$ cat src/rtl/alu_consts.svh
// Constants for the integer logic, shift and copy datapath slice.
// Assumes byte addressing on a 32-bit Avalon-MM register bus.
`ifndef ALU_CONSTS_SVH
`define ALU_CONSTS_SVH

// Register bus geometry
`define ALU_ADDR_W 5
`define ALU_DATA_W 32

// Register byte offsets, one aligned word each
`define OFS_FIRST_OPERAND 5'h00
`define OFS_SOURCE 5'h04
`define OFS_SHIFT_AMOUNT 5'h08
`define OFS_CONTROL 5'h0C
`define OFS_FLAGS 5'h10
`define OFS_RESULT 5'h14
`define OFS_PROGRAM_COUNTER 5'h18
`define OFS_STATUS 5'h1C

// Reset values
`define RST_WORD 32'h0000_0000
`define RST_FLAGS 4'h0

// Field positions inside the status word
`define STATUS_WROTE_DEST 0
`define STATUS_REDIRECT 1

// Shifter limits
`define SHIFT_FULL 8'h20
`define SHIFT_BEYOND 8'h21
`define SHIFT_BYTE_W 8
`define CLZ_ALL_ZERO 6'h20

`endif

$ cat src/rtl/alu_pkg.sv
// Types shared by the datapath slice: operation codes, control word and flags.
// Assumes the constants header is included by the design file.
package alu_pkg;

	// Operation selected by the control word
	typedef enum logic [3:0] {
		BITWISE_CONJUNCTION = 4'h0,
		BITWISE_DISJUNCTION = 4'h1,
		BITWISE_EXCLUSIVE_DISJUNCTION = 4'h2,
		BIT_CLEAR_OP = 4'h3,
		DISJUNCTION_WITH_COMPLEMENT = 4'h4,
		COPY_OP = 4'h5,
		INVERTED_COPY = 4'h6,
		WIDE_IMMEDIATE_COPY = 4'h7,
		LEADING_ZERO_COUNT = 4'h8,
		COMPARE_BY_SUBTRACT = 4'h9,
		COMPARE_BY_ADD = 4'hA,
		ADD_WITH_CARRY = 4'hB,
		SUBTRACT_WITH_BORROW = 4'hC
	} alu_op_t;

	// Shift applied to the source register
	typedef enum logic [1:0] {
		LOGIC_SHIFT_LEFT = 2'h0,
		LOGIC_SHIFT_RIGHT = 2'h1,
		ARITH_SHIFT_RIGHT = 2'h2,
		ROTATE_RIGHT = 2'h3
	} shift_kind_t;

	// Control word layout, most significant field first
	typedef struct packed {
		logic [15:0] wide_immediate;
		logic [4:0] imm_amount;
		logic dest_is_pc;
		logic set_flags;
		logic rotate_through_carry;
		logic amount_by_reg;
		logic reserved;
		shift_kind_t shift_kind;
		alu_op_t op;
	} ctrl_t;

	typedef struct packed {
		logic n;
		logic z;
		logic c;
		logic v;
	} flags_t;

	typedef struct packed {
		logic [31:0] value;
		logic carry;
	} shift_res_t;

endpackage : alu_pkg

$ cat src/rtl/integer_logic_shift_move_alu.sv
// Integer logic, shift, count, compare and copy datapath with Avalon-MM registers.
// Assumes a decoder loads operands, then writes the control word to execute.
// Notes on behaviour
// [RULE1] Conjunction, disjunction, exclusive disjunction combine first operand with flexible operand.
// [RULE2] Bit clear ANDs first operand with complemented flexible operand.
// [RULE3] Disjunction with complement ORs first operand with complemented flexible operand.
// [RULE4] Logical and copy ops with flag update set N, Z, shifter C; V kept.
// [RULE5] Register shift amount is the low byte only, 0 to 255.
// [RULE6] Immediate amounts: 1..32 for right shifts, 0..31 for left shift, rotate.
// [RULE7] Rotate through carry moves the source right by one bit.
// [RULE8] Shifts write only the destination; the source register stays unchanged.
// [RULE9] Shifts with flag update set N, Z, C last bit out; zero amount keeps C.
// [RULE10] Leading zero count gives 32 for zero, zero when bit 31 set.
// [RULE11] Leading zero count never changes any flag.
// [RULE12] Compare by subtract computes first minus flexible, writes no register.
// [RULE13] Compare by add computes first plus flexible, writes no register.
// [RULE14] Both compares always update N, Z, C and V.
// [RULE15] Copy places the shifted flexible operand into the destination.
// [RULE16] Wide immediate copy takes an unsigned 16-bit value, else like copy.
// [RULE17] Inverted copy writes the complement of the flexible operand.
// [RULE18] Copy with register shift equals the matching shift operation exactly.
// [RULE19] Copy to the program counter clears bit 0 and redirects there.
// [RULE20] Decoder uses stack pointer or PC only unshifted and without flag update.
// [RULE21] Add and subtract with carry consume the stored carry flag.
// [RULE22] Subtract with borrow takes one more off when carry is clear.
// [RULE23] Rotate through carry puts carry in bit 31, bit 0 into C.
// [RULE24] Without flag update, logical, shift and copy ops keep all flags.
`timescale 1ns/1ns
`include "alu_consts.svh"
`default_nettype none

module integer_logic_shift_move_alu
	import alu_pkg::*;
(
	input wire logic clk_i,
	input wire logic rst_i,
	input wire logic [`ALU_ADDR_W-1:0] address_i,
	input wire logic read_i,
	input wire logic write_i,
	input wire logic [`ALU_DATA_W-1:0] writedata_i,
	input wire logic [3:0] byteenable_i,
	output logic [`ALU_DATA_W-1:0] readdata_o,
	output logic waitrequest_o,
	output logic [31:0] pc_o,
	output logic redirect_o,
	output logic [3:0] flags_o
);

	// Register state
	logic [31:0] first_operand_q;
	logic [31:0] source_q;
	logic [31:0] shift_amount_q;
	ctrl_t ctrl_q;
	flags_t flags_q;
	logic [31:0] result_q;
	logic [31:0] pc_q;
	logic [1:0] status_q;
	logic exec_q;
	logic redirect_q;
	logic ack_q;
	logic [31:0] readdata_q;

	// Datapath values
	logic [7:0] amount;
	shift_res_t shifted;
	logic [31:0] flex_val;
	logic flex_carry;
	logic [32:0] sum;
	logic [31:0] addend;
	logic add_cin;
	logic [31:0] alu_val;
	flags_t alu_flags;
	logic writes_dest;
	logic bus_wr;
	logic is_logic;

	// Lane-wise merge of a bus write into a stored word
	function automatic logic [31:0] be_merge(input logic [31:0] old, input logic [31:0] nw,
		input logic [3:0] be);
		logic [31:0] out;
		out = old;
		for (int i = 0; i < 4; i++) begin
			if (be[i]) begin
				out[8*i +: 8] = nw[8*i +: 8];
			end
		end
		return out;
	endfunction : be_merge

	// Barrel shifter with carry out; a zero amount passes value and carry through
	function automatic shift_res_t shift_f(input logic [31:0] src, input shift_kind_t kind,
		input logic [7:0] amt, input logic cin);
		shift_res_t r;
		logic [63:0] w;
		logic [7:0] a;
		r.value = src;
		r.carry = cin;
		w = 64'h0;
		a = (amt > `SHIFT_FULL) ? `SHIFT_FULL : amt;
		if (amt != 8'h00) begin // RULE9
			case (kind)
				LOGIC_SHIFT_LEFT: begin
					w = {32'h0000_0000, src} << a[5:0];
					r.value = (amt >= `SHIFT_BEYOND) ? 32'h0000_0000 : w[31:0];
					r.carry = (amt >= `SHIFT_BEYOND) ? 1'b0 : w[32];
				end
				LOGIC_SHIFT_RIGHT: begin
					w = {src, 32'h0000_0000} >> a[5:0];
					r.value = (amt >= `SHIFT_BEYOND) ? 32'h0000_0000 : w[63:32];
					r.carry = (amt >= `SHIFT_BEYOND) ? 1'b0 : w[31];
				end
				ARITH_SHIFT_RIGHT: begin
					// Amounts past 32 saturate: all sign bits, carry is the sign
					w = $signed({src, 32'h0000_0000}) >>> a[5:0];
					r.value = w[63:32];
					r.carry = w[31];
				end
				ROTATE_RIGHT: begin
					w = {src, src} >> amt[4:0];
					r.value = w[31:0];
					r.carry = w[31];
				end
				default: begin
					r.value = src;
				end
			endcase
		end
		return r;
	endfunction : shift_f

	// Leading zero count over 32 bits
	function automatic logic [5:0] clz_f(input logic [31:0] v);
		logic [5:0] cnt;
		logic found;
		cnt = 6'h00;
		found = 1'b0;
		for (int i = 31; i >= 0; i--) begin
			if (v[i]) begin
				found = 1'b1;
			end else if (!found) begin
				cnt = cnt + 6'h01;
			end
		end
		return cnt;
	endfunction : clz_f

	// Shift amount: low byte of the amount register, or the immediate field
	always_comb begin
		if (ctrl_q.amount_by_reg) begin
			amount = shift_amount_q[`SHIFT_BYTE_W-1:0]; // RULE5
		end else if (ctrl_q.imm_amount == 5'h00 &&
			(ctrl_q.shift_kind == LOGIC_SHIFT_RIGHT || ctrl_q.shift_kind == ARITH_SHIFT_RIGHT)) begin
			amount = `SHIFT_FULL; // RULE6
		end else begin
			amount = {3'h0, ctrl_q.imm_amount}; // RULE6
		end
	end

	// Flexible second operand, shared by every operation except leading zero count so copies match shifts
	always_comb begin
		shifted = shift_f(source_q, ctrl_q.shift_kind, amount, flags_q.c); // RULE18
		flex_val = shifted.value;
		flex_carry = shifted.carry;
		if (ctrl_q.rotate_through_carry) begin
			flex_val = {flags_q.c, source_q[31:1]}; // RULE7 RULE23
			flex_carry = source_q[0]; // RULE23
		end
		if (ctrl_q.op == WIDE_IMMEDIATE_COPY) begin
			flex_val = {16'h0000, ctrl_q.wide_immediate}; // RULE16
			flex_carry = flags_q.c;
		end
	end

	// Adder for compares and carry-chained add and subtract
	always_comb begin
		addend = flex_val;
		add_cin = 1'b0;
		case (ctrl_q.op)
			COMPARE_BY_SUBTRACT: begin
				addend = ~flex_val; // RULE12
				add_cin = 1'b1;
			end
			COMPARE_BY_ADD: begin
				add_cin = 1'b0; // RULE13
			end
			ADD_WITH_CARRY: begin
				add_cin = flags_q.c; // RULE21
			end
			SUBTRACT_WITH_BORROW: begin
				// Clear carry means a borrow is pending: one extra taken off
				addend = ~flex_val; // RULE22
				add_cin = flags_q.c; // RULE21 RULE22
			end
			default: begin
				addend = flex_val;
			end
		endcase
		sum = {1'b0, first_operand_q} + {1'b0, addend} + {32'h0000_0000, add_cin};
	end

	// Result and next flags per operation
	always_comb begin
		alu_val = flex_val;
		alu_flags = flags_q;
		writes_dest = 1'b1;
		is_logic = 1'b1;
		case (ctrl_q.op)
			BITWISE_CONJUNCTION: alu_val = first_operand_q & flex_val; // RULE1
			BITWISE_DISJUNCTION: alu_val = first_operand_q | flex_val; // RULE1
			BITWISE_EXCLUSIVE_DISJUNCTION: alu_val = first_operand_q ^ flex_val; // RULE1
			BIT_CLEAR_OP: alu_val = first_operand_q & ~flex_val; // RULE2
			DISJUNCTION_WITH_COMPLEMENT: alu_val = first_operand_q | ~flex_val; // RULE3
			COPY_OP: alu_val = flex_val; // RULE15
			INVERTED_COPY: alu_val = ~flex_val; // RULE17
			WIDE_IMMEDIATE_COPY: alu_val = flex_val; // RULE16
			LEADING_ZERO_COUNT: begin
				alu_val = {26'h000_0000, clz_f(source_q)}; // RULE10
				is_logic = 1'b0;
			end
			COMPARE_BY_SUBTRACT, COMPARE_BY_ADD, ADD_WITH_CARRY, SUBTRACT_WITH_BORROW: begin
				alu_val = sum[31:0];
				is_logic = 1'b0;
			end
			default: begin
				alu_val = flex_val;
				writes_dest = 1'b0;
				is_logic = 1'b0;
			end
		endcase
		if (ctrl_q.op == COMPARE_BY_SUBTRACT || ctrl_q.op == COMPARE_BY_ADD) begin
			writes_dest = 1'b0; // RULE12 RULE13
		end
		// Flag effects
		if (is_logic && ctrl_q.set_flags) begin
			alu_flags.n = alu_val[31]; // RULE4 RULE9
			alu_flags.z = (alu_val == 32'h0000_0000); // RULE4 RULE9
			alu_flags.c = flex_carry; // RULE4 RULE9
		end
		if (ctrl_q.op == COMPARE_BY_SUBTRACT || ctrl_q.op == COMPARE_BY_ADD ||
			((ctrl_q.op == ADD_WITH_CARRY || ctrl_q.op == SUBTRACT_WITH_BORROW) && ctrl_q.set_flags)) begin
			alu_flags.n = sum[31]; // RULE14
			alu_flags.z = (sum[31:0] == 32'h0000_0000); // RULE14
			alu_flags.c = sum[32]; // RULE14
			alu_flags.v = (first_operand_q[31] == addend[31]) && (sum[31] != first_operand_q[31]); // RULE14
		end
	end

	// Avalon slave: one wait cycle per access, effect at the releasing edge
	assign waitrequest_o = (read_i | write_i) & ~ack_q;
	assign bus_wr = write_i & ack_q;

	always_ff @(posedge clk_i) begin
		if (rst_i) begin
			ack_q <= 1'b0;
		end else begin
			ack_q <= (read_i | write_i) & ~ack_q;
		end
	end

	// Read data registered during the wait cycle; unmapped words read zero
	always_ff @(posedge clk_i) begin
		if (rst_i) begin
			readdata_q <= `RST_WORD;
		end else if (read_i && !ack_q) begin
			case (address_i)
				`OFS_FIRST_OPERAND: readdata_q <= first_operand_q;
				`OFS_SOURCE: readdata_q <= source_q;
				`OFS_SHIFT_AMOUNT: readdata_q <= shift_amount_q;
				`OFS_CONTROL: readdata_q <= ctrl_q;
				`OFS_FLAGS: readdata_q <= {28'h000_0000, flags_q};
				`OFS_RESULT: readdata_q <= result_q;
				`OFS_PROGRAM_COUNTER: readdata_q <= pc_q;
				`OFS_STATUS: readdata_q <= {30'h0000_0000, status_q};
				default: readdata_q <= `RST_WORD;
			endcase
		end
	end
	assign readdata_o = readdata_q;

	// Operand registers; execution never writes them back
	always_ff @(posedge clk_i) begin
		if (rst_i) begin
			first_operand_q <= `RST_WORD;
			source_q <= `RST_WORD;
			shift_amount_q <= `RST_WORD;
		end else if (bus_wr) begin
			if (address_i == `OFS_FIRST_OPERAND) first_operand_q <= be_merge(first_operand_q, writedata_i, byteenable_i);
			if (address_i == `OFS_SOURCE) source_q <= be_merge(source_q, writedata_i, byteenable_i); // RULE8
			if (address_i == `OFS_SHIFT_AMOUNT) shift_amount_q <= be_merge(shift_amount_q, writedata_i, byteenable_i);
		end
	end

	// Control word; a write to it launches one execution in the next cycle
	always_ff @(posedge clk_i) begin
		if (rst_i) begin
			ctrl_q <= ctrl_t'(`RST_WORD);
			exec_q <= 1'b0;
		end else begin
			exec_q <= bus_wr && (address_i == `OFS_CONTROL);
			if (bus_wr && address_i == `OFS_CONTROL) begin
				ctrl_q <= ctrl_t'(be_merge(ctrl_q, writedata_i, byteenable_i));
			end
		end
	end

	// Flags: execution beats a software write in the same cycle
	always_ff @(posedge clk_i) begin
		if (rst_i) begin
			flags_q <= flags_t'(`RST_FLAGS);
		end else if (exec_q) begin
			flags_q <= alu_flags; // RULE11 RULE24
		end else if (bus_wr && address_i == `OFS_FLAGS && byteenable_i[0]) begin
			flags_q <= flags_t'(writedata_i[3:0]);
		end
	end

	// Destination write or program counter redirect
	always_ff @(posedge clk_i) begin
		if (rst_i) begin
			result_q <= `RST_WORD;
			pc_q <= `RST_WORD;
			redirect_q <= 1'b0;
			status_q <= 2'h0;
		end else begin
			redirect_q <= 1'b0;
			if (exec_q) begin
				status_q[`STATUS_WROTE_DEST] <= writes_dest && !ctrl_q.dest_is_pc;
				status_q[`STATUS_REDIRECT] <= writes_dest && ctrl_q.dest_is_pc;
				if (writes_dest && ctrl_q.dest_is_pc) begin
					// Unshifted, no flag update assumed; no check made here
					pc_q <= {alu_val[31:1], 1'b0}; // RULE19 RULE20
					redirect_q <= 1'b1; // RULE19
				end else if (writes_dest) begin
					result_q <= alu_val; // RULE8 RULE15
				end
			end
		end
	end

	assign pc_o = pc_q;
	assign redirect_o = redirect_q;
	assign flags_o = flags_q;
endmodule : integer_logic_shift_move_alu

`default_nettype wire

$ cat config.mk
export PLATFORM = sky130hd
export DESIGN_NAME = integer_logic_shift_move_alu
export DESIGN_NICKNAME = d
export VERILOG_FILES = /design/src/rtl/alu_pkg.sv /design/src/rtl/integer_logic_shift_move_alu.sv
export VERILOG_INCLUDE_DIRS = /design/src /design/src/rtl
export SDC_FILE = /design/constraint.sdc
export NUM_CORES = 1
export LEC_CHECK = 0
export ABC_AREA = 1
export BUFFER_PORTS_ARGS = -buffer_cell sky130_fd_sc_hd__clkbuf_2
export CORE_AREA = 2 2 217 219
export DETAILED_ROUTE_END_ITERATION = 12
export DIE_AREA = 0 0 219 221
export PLACE_DENSITY = 0.77
export SLEW_MARGIN = 5
export SYNTH_ARGS = -nofsm -noshare
export SYNTH_HDL_FRONTEND = slang
export SYNTH_SLANG_ARGS = --single-unit
$ cat constraint.sdc
create_clock -name clk_i -period 12.1 [get_ports clk_i]
set_input_delay 1.21 -clock clk_i [delete_from_list [all_inputs] [get_ports clk_i]]
set_output_delay 1.21 -clock clk_i [all_outputs]
set_load 0.05 [all_outputs]
# Word level (Yosys, flattened, before mapping)
# Index checks and enable logic that the tools add are counted.
# Widths: inputs -> output; s select.
totals:
  in_bits: 45
  regBits: 232
  out_inout_bits: 70
classes:
  order_cmp: 2
  n_shift: 4
  n_reduce_logical: 51
  add_sub_neg: 33
  n_eq_ne: 28
  bitwise: 12
  muxes: 181
ops:
  columns: ["operator", "count"]
  rows:
  - ["$mux 6", 95]
  - ["$pmux 32 s8", 2]
  - ["$add 6x1->6 const B", 31]
  - ["$mux 32", 5]
  - ["$pmux 33 s4", 1]
  - ["$mux 1", 71]
  - ["$and 32x32->32", 2]
  - ["$logic_not 32->1", 2]
  - ["$or 32x32->32", 2]
  - ["$shr 64x5->32", 1]
  - ["$shr 64x6->64", 1]
  - ["$sshr 64x6->64", 1]
  - ["$reduce_and 3->1", 13]
  - ["$add 32x32->33", 1]
  - ["$add 33x1->33", 1]
  - ["$mux 33", 1]
  - ["$shl 32x6->33", 1]
  - ["$not 32->32", 1]
  - ["$xor 32x32->32", 1]
  - ["$eq 4x4->1 const B", 5]
  - ["$eq 5x5->1 const B", 4]
  - ["$eq 4x3->1 const B", 4]
  - ["$reduce_and 2->1", 7]
  - ["$reduce_or 13->1", 1]
  - ["33 further kinds", 57]

# Longest topological paths before layout
logic_depth:
  word_depth: 130
  mapped_depth: 104
  depth_no_buf: 104

# Least setup slack after synthesis
# No wires, ideal clock.
synth_timing:
  path_kind: "reg-to-reg"
  from: "register source_q[31]"
  to: "register flags_q (netlist bit flags_o[2])"
  arrival_ps: 11855
  path_stages_with_launch: 105
  period_less_slack_ps: 11922
  required_time_ps: 12033
  setup_slack_ps: 178
  setup_time_ps: 67
  path_cell_list: "dfxtp_1 > inv_2 > nand2_1 > inv_1 > ha_1 > inv_1 > nor2_1 > nor2_2 > inv_1 > ha_1 > nand3_1 > a31oi_1 > a21oi_1 > ha_1 > nand2_1 > nand3_1 > nand2_1 > nand2_1 > [... 69 more ...] > nand2_1 > ha_1 > nand2_1 > o211ai_2 > ha_1 > o21ai_1 > o21ai_1 > a21oi_1 > nand4_1 > nor2_1 > nand3_1 > a21oi_1 > nand2_1 > a21oi_2 > nand2_1 > nand2_1 > nand2_1 > a21oi_2"
synth_via:
  elab_chain_len: 130
  word_cells_on_any_way: 212
synth_rtl:
  columns: ["element", "line", "rtl"]
  rows:
  - ["start: declaration", "integer_logic_shift_move_alu.sv:51", "logic [31:0] source_q;"]
  - ["start signal: assignment", "integer_logic_shift_move_alu.sv:284", "source_q <= `RST_WORD;"]
  - ["start signal: assignment", "integer_logic_shift_move_alu.sv:288", "if (address_i == `OFS_SOURCE) source_q <= be_merge(source_q, writedata_i, byteenable_i);"]
  - ["$mux 1", "integer_logic_shift_move_alu.sv:138", "if (v[i]) begin"]
  - ["$mux 6", "integer_logic_shift_move_alu.sv:207", "case (ctrl_q.op)"]
  - ["$add 6x1->6", "integer_logic_shift_move_alu.sv:141", "cnt = cnt + 6'h01;"]
  - ["$mux 6", "integer_logic_shift_move_alu.sv:140", "end else if (!found) begin"]
  - ["$mux 6", "integer_logic_shift_move_alu.sv:138", null]
  - ["$mux 6", "integer_logic_shift_move_alu.sv:207", null]
  - ["$add 6x1->6", "integer_logic_shift_move_alu.sv:141", null]
  - ["$mux 6", "integer_logic_shift_move_alu.sv:140", null]
  - ["[... 114 more ...]", null, null]
  - ["$add 6x1->6", "integer_logic_shift_move_alu.sv:141", null]
  - ["$mux 6", "integer_logic_shift_move_alu.sv:140", null]
  - ["$mux 6", "integer_logic_shift_move_alu.sv:138", null]
  - ["$pmux 32 s8", "integer_logic_shift_move_alu.sv:207", null]
  - ["$logic_not 32->1", "integer_logic_shift_move_alu.sv:236", "alu_flags.z = (alu_val == 32'h0000_0000);"]
  - ["$mux 3", "integer_logic_shift_move_alu.sv:234", "if (is_logic && ctrl_q.set_flags) begin"]
  - ["$mux 4 *", "integer_logic_shift_move_alu.sv:239", "if (ctrl_q.op == COMPARE_BY_SUBTRACT || ctrl_q.op == COMPARE_BY_ADD ||"]
  - ["$mux 4 *", "integer_logic_shift_move_alu.sv:310", "end else if (exec_q) begin"]
  - ["end signal: assignment", "integer_logic_shift_move_alu.sv:309", "flags_q <= flags_t'(`RST_FLAGS);"]
  - ["end signal: assignment", "integer_logic_shift_move_alu.sv:311", "flags_q <= alu_flags;"]
  - ["end signal: assignment", "integer_logic_shift_move_alu.sv:313", "flags_q <= flags_t'(writedata_i[3:0]);"]
  - ["end: declaration", "integer_logic_shift_move_alu.sv:54", "flags_t flags_q;"]
# Mark *: on every way between the ends. The rest lies on a longest branch, timed or not. The select of a mux whose other input is x is not followed.
# A chain may end at the register's enable or synchronous reset.

# Worst setup path in the final report
layout_timing:
  from: "register source_q[30]"
  to: "register flags_q (netlist bit flags_o[2])"
layout_via:
  elab_chain_len: 126
  word_cells_on_any_way: 206
layout_rtl:
  columns: ["element", "line"]
  rows:
  - ["$mux 6", "integer_logic_shift_move_alu.sv:138"]
  - ["$mux 6", "integer_logic_shift_move_alu.sv:207"]
  - ["$add 6x1->6", "integer_logic_shift_move_alu.sv:141"]
  - ["$mux 6", "integer_logic_shift_move_alu.sv:140"]
  - ["$mux 6", "integer_logic_shift_move_alu.sv:138"]
  - ["$mux 6", "integer_logic_shift_move_alu.sv:207"]
  - ["$add 6x1->6", "integer_logic_shift_move_alu.sv:141"]
  - ["$mux 6", "integer_logic_shift_move_alu.sv:140"]
  - ["[... 110 more ...]", null]
  - ["$add 6x1->6", "integer_logic_shift_move_alu.sv:141"]
  - ["$mux 6", "integer_logic_shift_move_alu.sv:140"]
  - ["$mux 6", "integer_logic_shift_move_alu.sv:138"]
  - ["$pmux 32 s8", "integer_logic_shift_move_alu.sv:207"]
  - ["$logic_not 32->1", "integer_logic_shift_move_alu.sv:236"]
  - ["$mux 3", "integer_logic_shift_move_alu.sv:234"]
  - ["$mux 4 *", "integer_logic_shift_move_alu.sv:239"]
  - ["$mux 4 *", "integer_logic_shift_move_alu.sv:310"]
# Marked as above.

==> impl_results.md <==
* CTS Hold Bufs at 0
* Final hold vios at 0
* Sequential fraction of the synthesis area at 20.4%
* Worst-case reg-to-reg path depth at ~100
* Setup clock skew after layout at 20.5 ps
* Top-area cell type share of the netlist area at approximately a fifth
* End point of the most critical hold path: readdata_o[11]$_SDFFE_PP0P_
* Cell Area, Placed at 0.0245 mm^2
* Post-DR wirelength/cell at approximately 22 um
* Detailed Route Iter0 Violations at about 4,000
* Ports at approximately 120
* HPWL reported at the end of detailed placement at about 77 mm
* Top fanout value on the critical path at 3
* Clock sinks at 232
* Layout cell share with drive strength beyond 1 at 14.7%
* Maximum capacitance violations at 0
* Total DRC errors in the routed layout at 0
* Clock latency reported for the late side of the worst-skew pair at 560 ps
* Leading cell type in the layout, fill and taps excluded: sky130_fd_sc_hd__nand2_1
* Drt pass-1 iters at 6
* Type of the most critical hold path: reg2reg
* Residual overflow from global routing at 0
* Largest cells by area after synthesis: sky130_fd_sc_hd__dfxtp_1, sky130_fd_sc_hd__nand2_1, sky130_fd_sc_hd__o21ai_0
* Initial standard-cell utilization of the core at 49.5%
* CP Launch Type: flop
* CP Data Required Time at around 13,000 ps
* Input/output buffers at 113
* Startpoint of the lowest-slack hold path: readdata_o[11]$_SDFFE_PP0P_
* Total Negative Setup Slacks at -1870 ps
* Antenna violations before repair at 2
* Timing startpoint of the critical path: source_q[30]$_SDFFE_PP0P_
* Via density per instance at 6.28
* Final weighted congestion in routability-driven placement at 1.13
* Std cell rows at 79
* Final antenna diode count at 0
* Reg-to-reg critical path endpoint: flags_o[2]$_SDFFE_PP0P_
* Clock buffers created by TritonCTS at 24
* Min Tclk post-route at 12,610 ps
* Total number of nets in the final design at 4,074
* Origin of the critical flop-to-flop path: source_q[30]$_SDFFE_PP0P_
* Share of the core filled with cells at between 50% and 60%
* Worst Tran Pin Value at 1060 ps
* Nature of the critical path endpoint: flop
* Unrepaired setup endpoints after global routing: yes
* Count of final setup violators at 7
* Final period util at 104%
* Largest net degree at the start of global routing at between 90 and 100
* #FFs+latches synth at 232
* Post-route ant nets at 0
* Count of different cell masters after synthesis at 68
* Commonest non-fill, non-tap cells in the layout: sky130_fd_sc_hd__nand2_1, sky130_fd_sc_hd__o21ai_0, sky130_fd_sc_hd__inv_1
* Cell accounting for the most synthesized area: sky130_fd_sc_hd__dfxtp_1
* Cell Pwr Density at 125 mW/mm^2
* Worst IR Drop VDD at about 250 uV
* Most instantiated flip-flop cell in the synthesis netlist: sky130_fd_sc_hd__dfxtp_1
* Final cell area excluding filler cells at roughly 0.026 mm^2
* Gate count after technology mapping at 3,838
* Worst path slowest cell: sky130_fd_sc_hd__dfxtp_2
* Total of warnings raised by yosys at 0
* Max-slew violation count at 0
* Clk pin slew, worst setup/hold paths at about 70 ps
* Post-synthesis instance area at 0.0228 mm^2
* Crit-path most repeated cell: sky130_fd_sc_hd__nand2_1
* Pre-CTS setup slack at -776 ps
* Vertical extent of the die at 221 um
* Peak clock frequency supported by timing at 79.3 MHz
* Post-layout worst setup margin at -512 ps
* Detailed Route WL at 103 mm
* Die X at ~220 um
* H-tree depth at 1
* Clock tree root driver cell: sky130_fd_sc_hd__clkbuf_16
* Number of global-route vias before repair at 26,100
* Gr usage total at 40.9%
* Worst reg-to-reg setup slack at -510 ps
* Relative slew slack at 28.4%
* Violated checks: setup timing
* Full die area at 0.0484 mm^2
* CTS max path bufs at 3
* Leak pwr at 12.1 nW
* EDFF count, synth at 0
* Outcome: finished with violations
* Area of the core at 0.0461 mm^2
* Async set-reset flop share out of synthesis at 0%
* Peak per-stage delay on the critical path at 340 ps
* Overall power after layout at 3.27 mW
* Layout overhead on the synthesized area at 14.6%
* Arrival time at the worst endpoint at about 13,000 ps
* Detailed-route via count at 28,800
* Depth of the worst hold-timing path at 2
* Clock tree from TritonCTS: yes
* Synth Net Count at around 4,000
* Mean instance size in the synthesized netlist at between 5 and 6 um^2
* Class of the most critical setup path: reg2reg
* Wire length of the first global-routing pass at 155 mm
what timing repair did:
action / CTS / global route
pin swaps: 38 / 97
gates resized for setup: 23 / 96
endpoints found under the setup margin: 11 / 11
setup buffers: 42 / 15
cells in the mapped netlist, drive strengths merged (6+ instances only):
library cell	number
clkbuf	177
buf	25
o21ai	637
dfxtp	232
o2111ai	28
xor2	48
o311ai	6
nand3	190
nand2	932
o22ai	51
nor3	25
a21oi	322
o31ai	13
clkinv	15
mux2i	39
or2	8
o221ai	17
nand4	35
o211ai	52
o21bai	11
a211oi	24
a221oi	33
ha	64
inv	402
nor2	348
a31oi	25
xnor2	33
o21a	12
cells by family after synthesis:
logic type,Yosys count,share of synthesized area (%)
and+or+nand+nor,1545,29.5
buffers and inverters,619,10.5
xor gates and xnor gates,81,3.11
adders and majority gates,66,3.69
AOI/OAI and AO/OA,1255,31.2
muxes,39,1.71
DFF,232,20.4
other,1,0.0164
worst max-delay path by stage:
stage,end,cells after the start
2_1_floorplan,flags_o[2]$_SDFFE_PP0P_,104
3_3_place_gp,flags_o[2]$_SDFFE_PP0P_,104
3_5_place_dp,flags_o[2]$_SDFFE_PP0P_,104
4_1_cts,flags_o[2]$_SDFFE_PP0P_,105
5_1_grt,flags_o[2]$_SDFFE_PP0P_,103
6_report,flags_o[2]$_SDFFE_PP0P_,103
layout make-up:
class                      count  area [um^2]
timing repair buffer         301         2010
tap                          607          759
clock inverter                14          175
clock buffer                  30          684
inverter                     417         1580
multi-input combinational   2987        16300
sequential                   232         4650
fill                        4663        19900
stage by stage:
| stage | hold WS (ps) | std cells |
|---|---|---|
| 6_report | 467 | 4588 |
| 5_1_grt | 493 | 4588 |
| 4_1_cts | 468 | 4584 |
| 3_5_place_dp | 458 | 4498 |
| 3_3_place_gp | 454 | 4498 |
| 2_1_floorplan | 434 | 3838 |
registers in the layout (all words and copies together) (netlist names):
register / cells
pc_o: 31
result_q: 32
flags_o: 4
exec_q: 1
ctrl_q: 32
source_q: 32
status_q: 2
shift_amount_q: 32
readdata_o: 32
redirect_o: 1
ack_q: 1
first_operand_q: 32
critical path, delay by kind of cell, from the launching register on:
family                     cells  cell delay [ps]
adders and majority gates     17             4450
and+or+nand+nor               59             4590
AOI/OAI and AO/OA             18             2440
DFF                            1              340
xor gates and xnor gates       2              330
buffers and inverters          7              420
where the power goes:
part	switching [mW]	leakage, nW	internal, mW	total (mW)
Combinational	1.02	9.82	0.664	1.68
Sequential	0.00229	1.87	0.765	0.767
Clock	0.350	0.420	0.472	0.822
layer usage:
| metal | global-route usage, % | vias up | part of all wire (%) |
|---|---|---|---|
| met3 | 8.96 | 433 | 13 |
| met2 | 61.4 | 2054 | 42 |
| met4 | 25.5 | 2 | 7.8 |
| met1 | 53.1 | 13000 | 37 |
| met5 | 0 | - | 0.015 |
| li1 | - | 13300 | - |
Note: power is estimated with default switching activity, not from simulation.
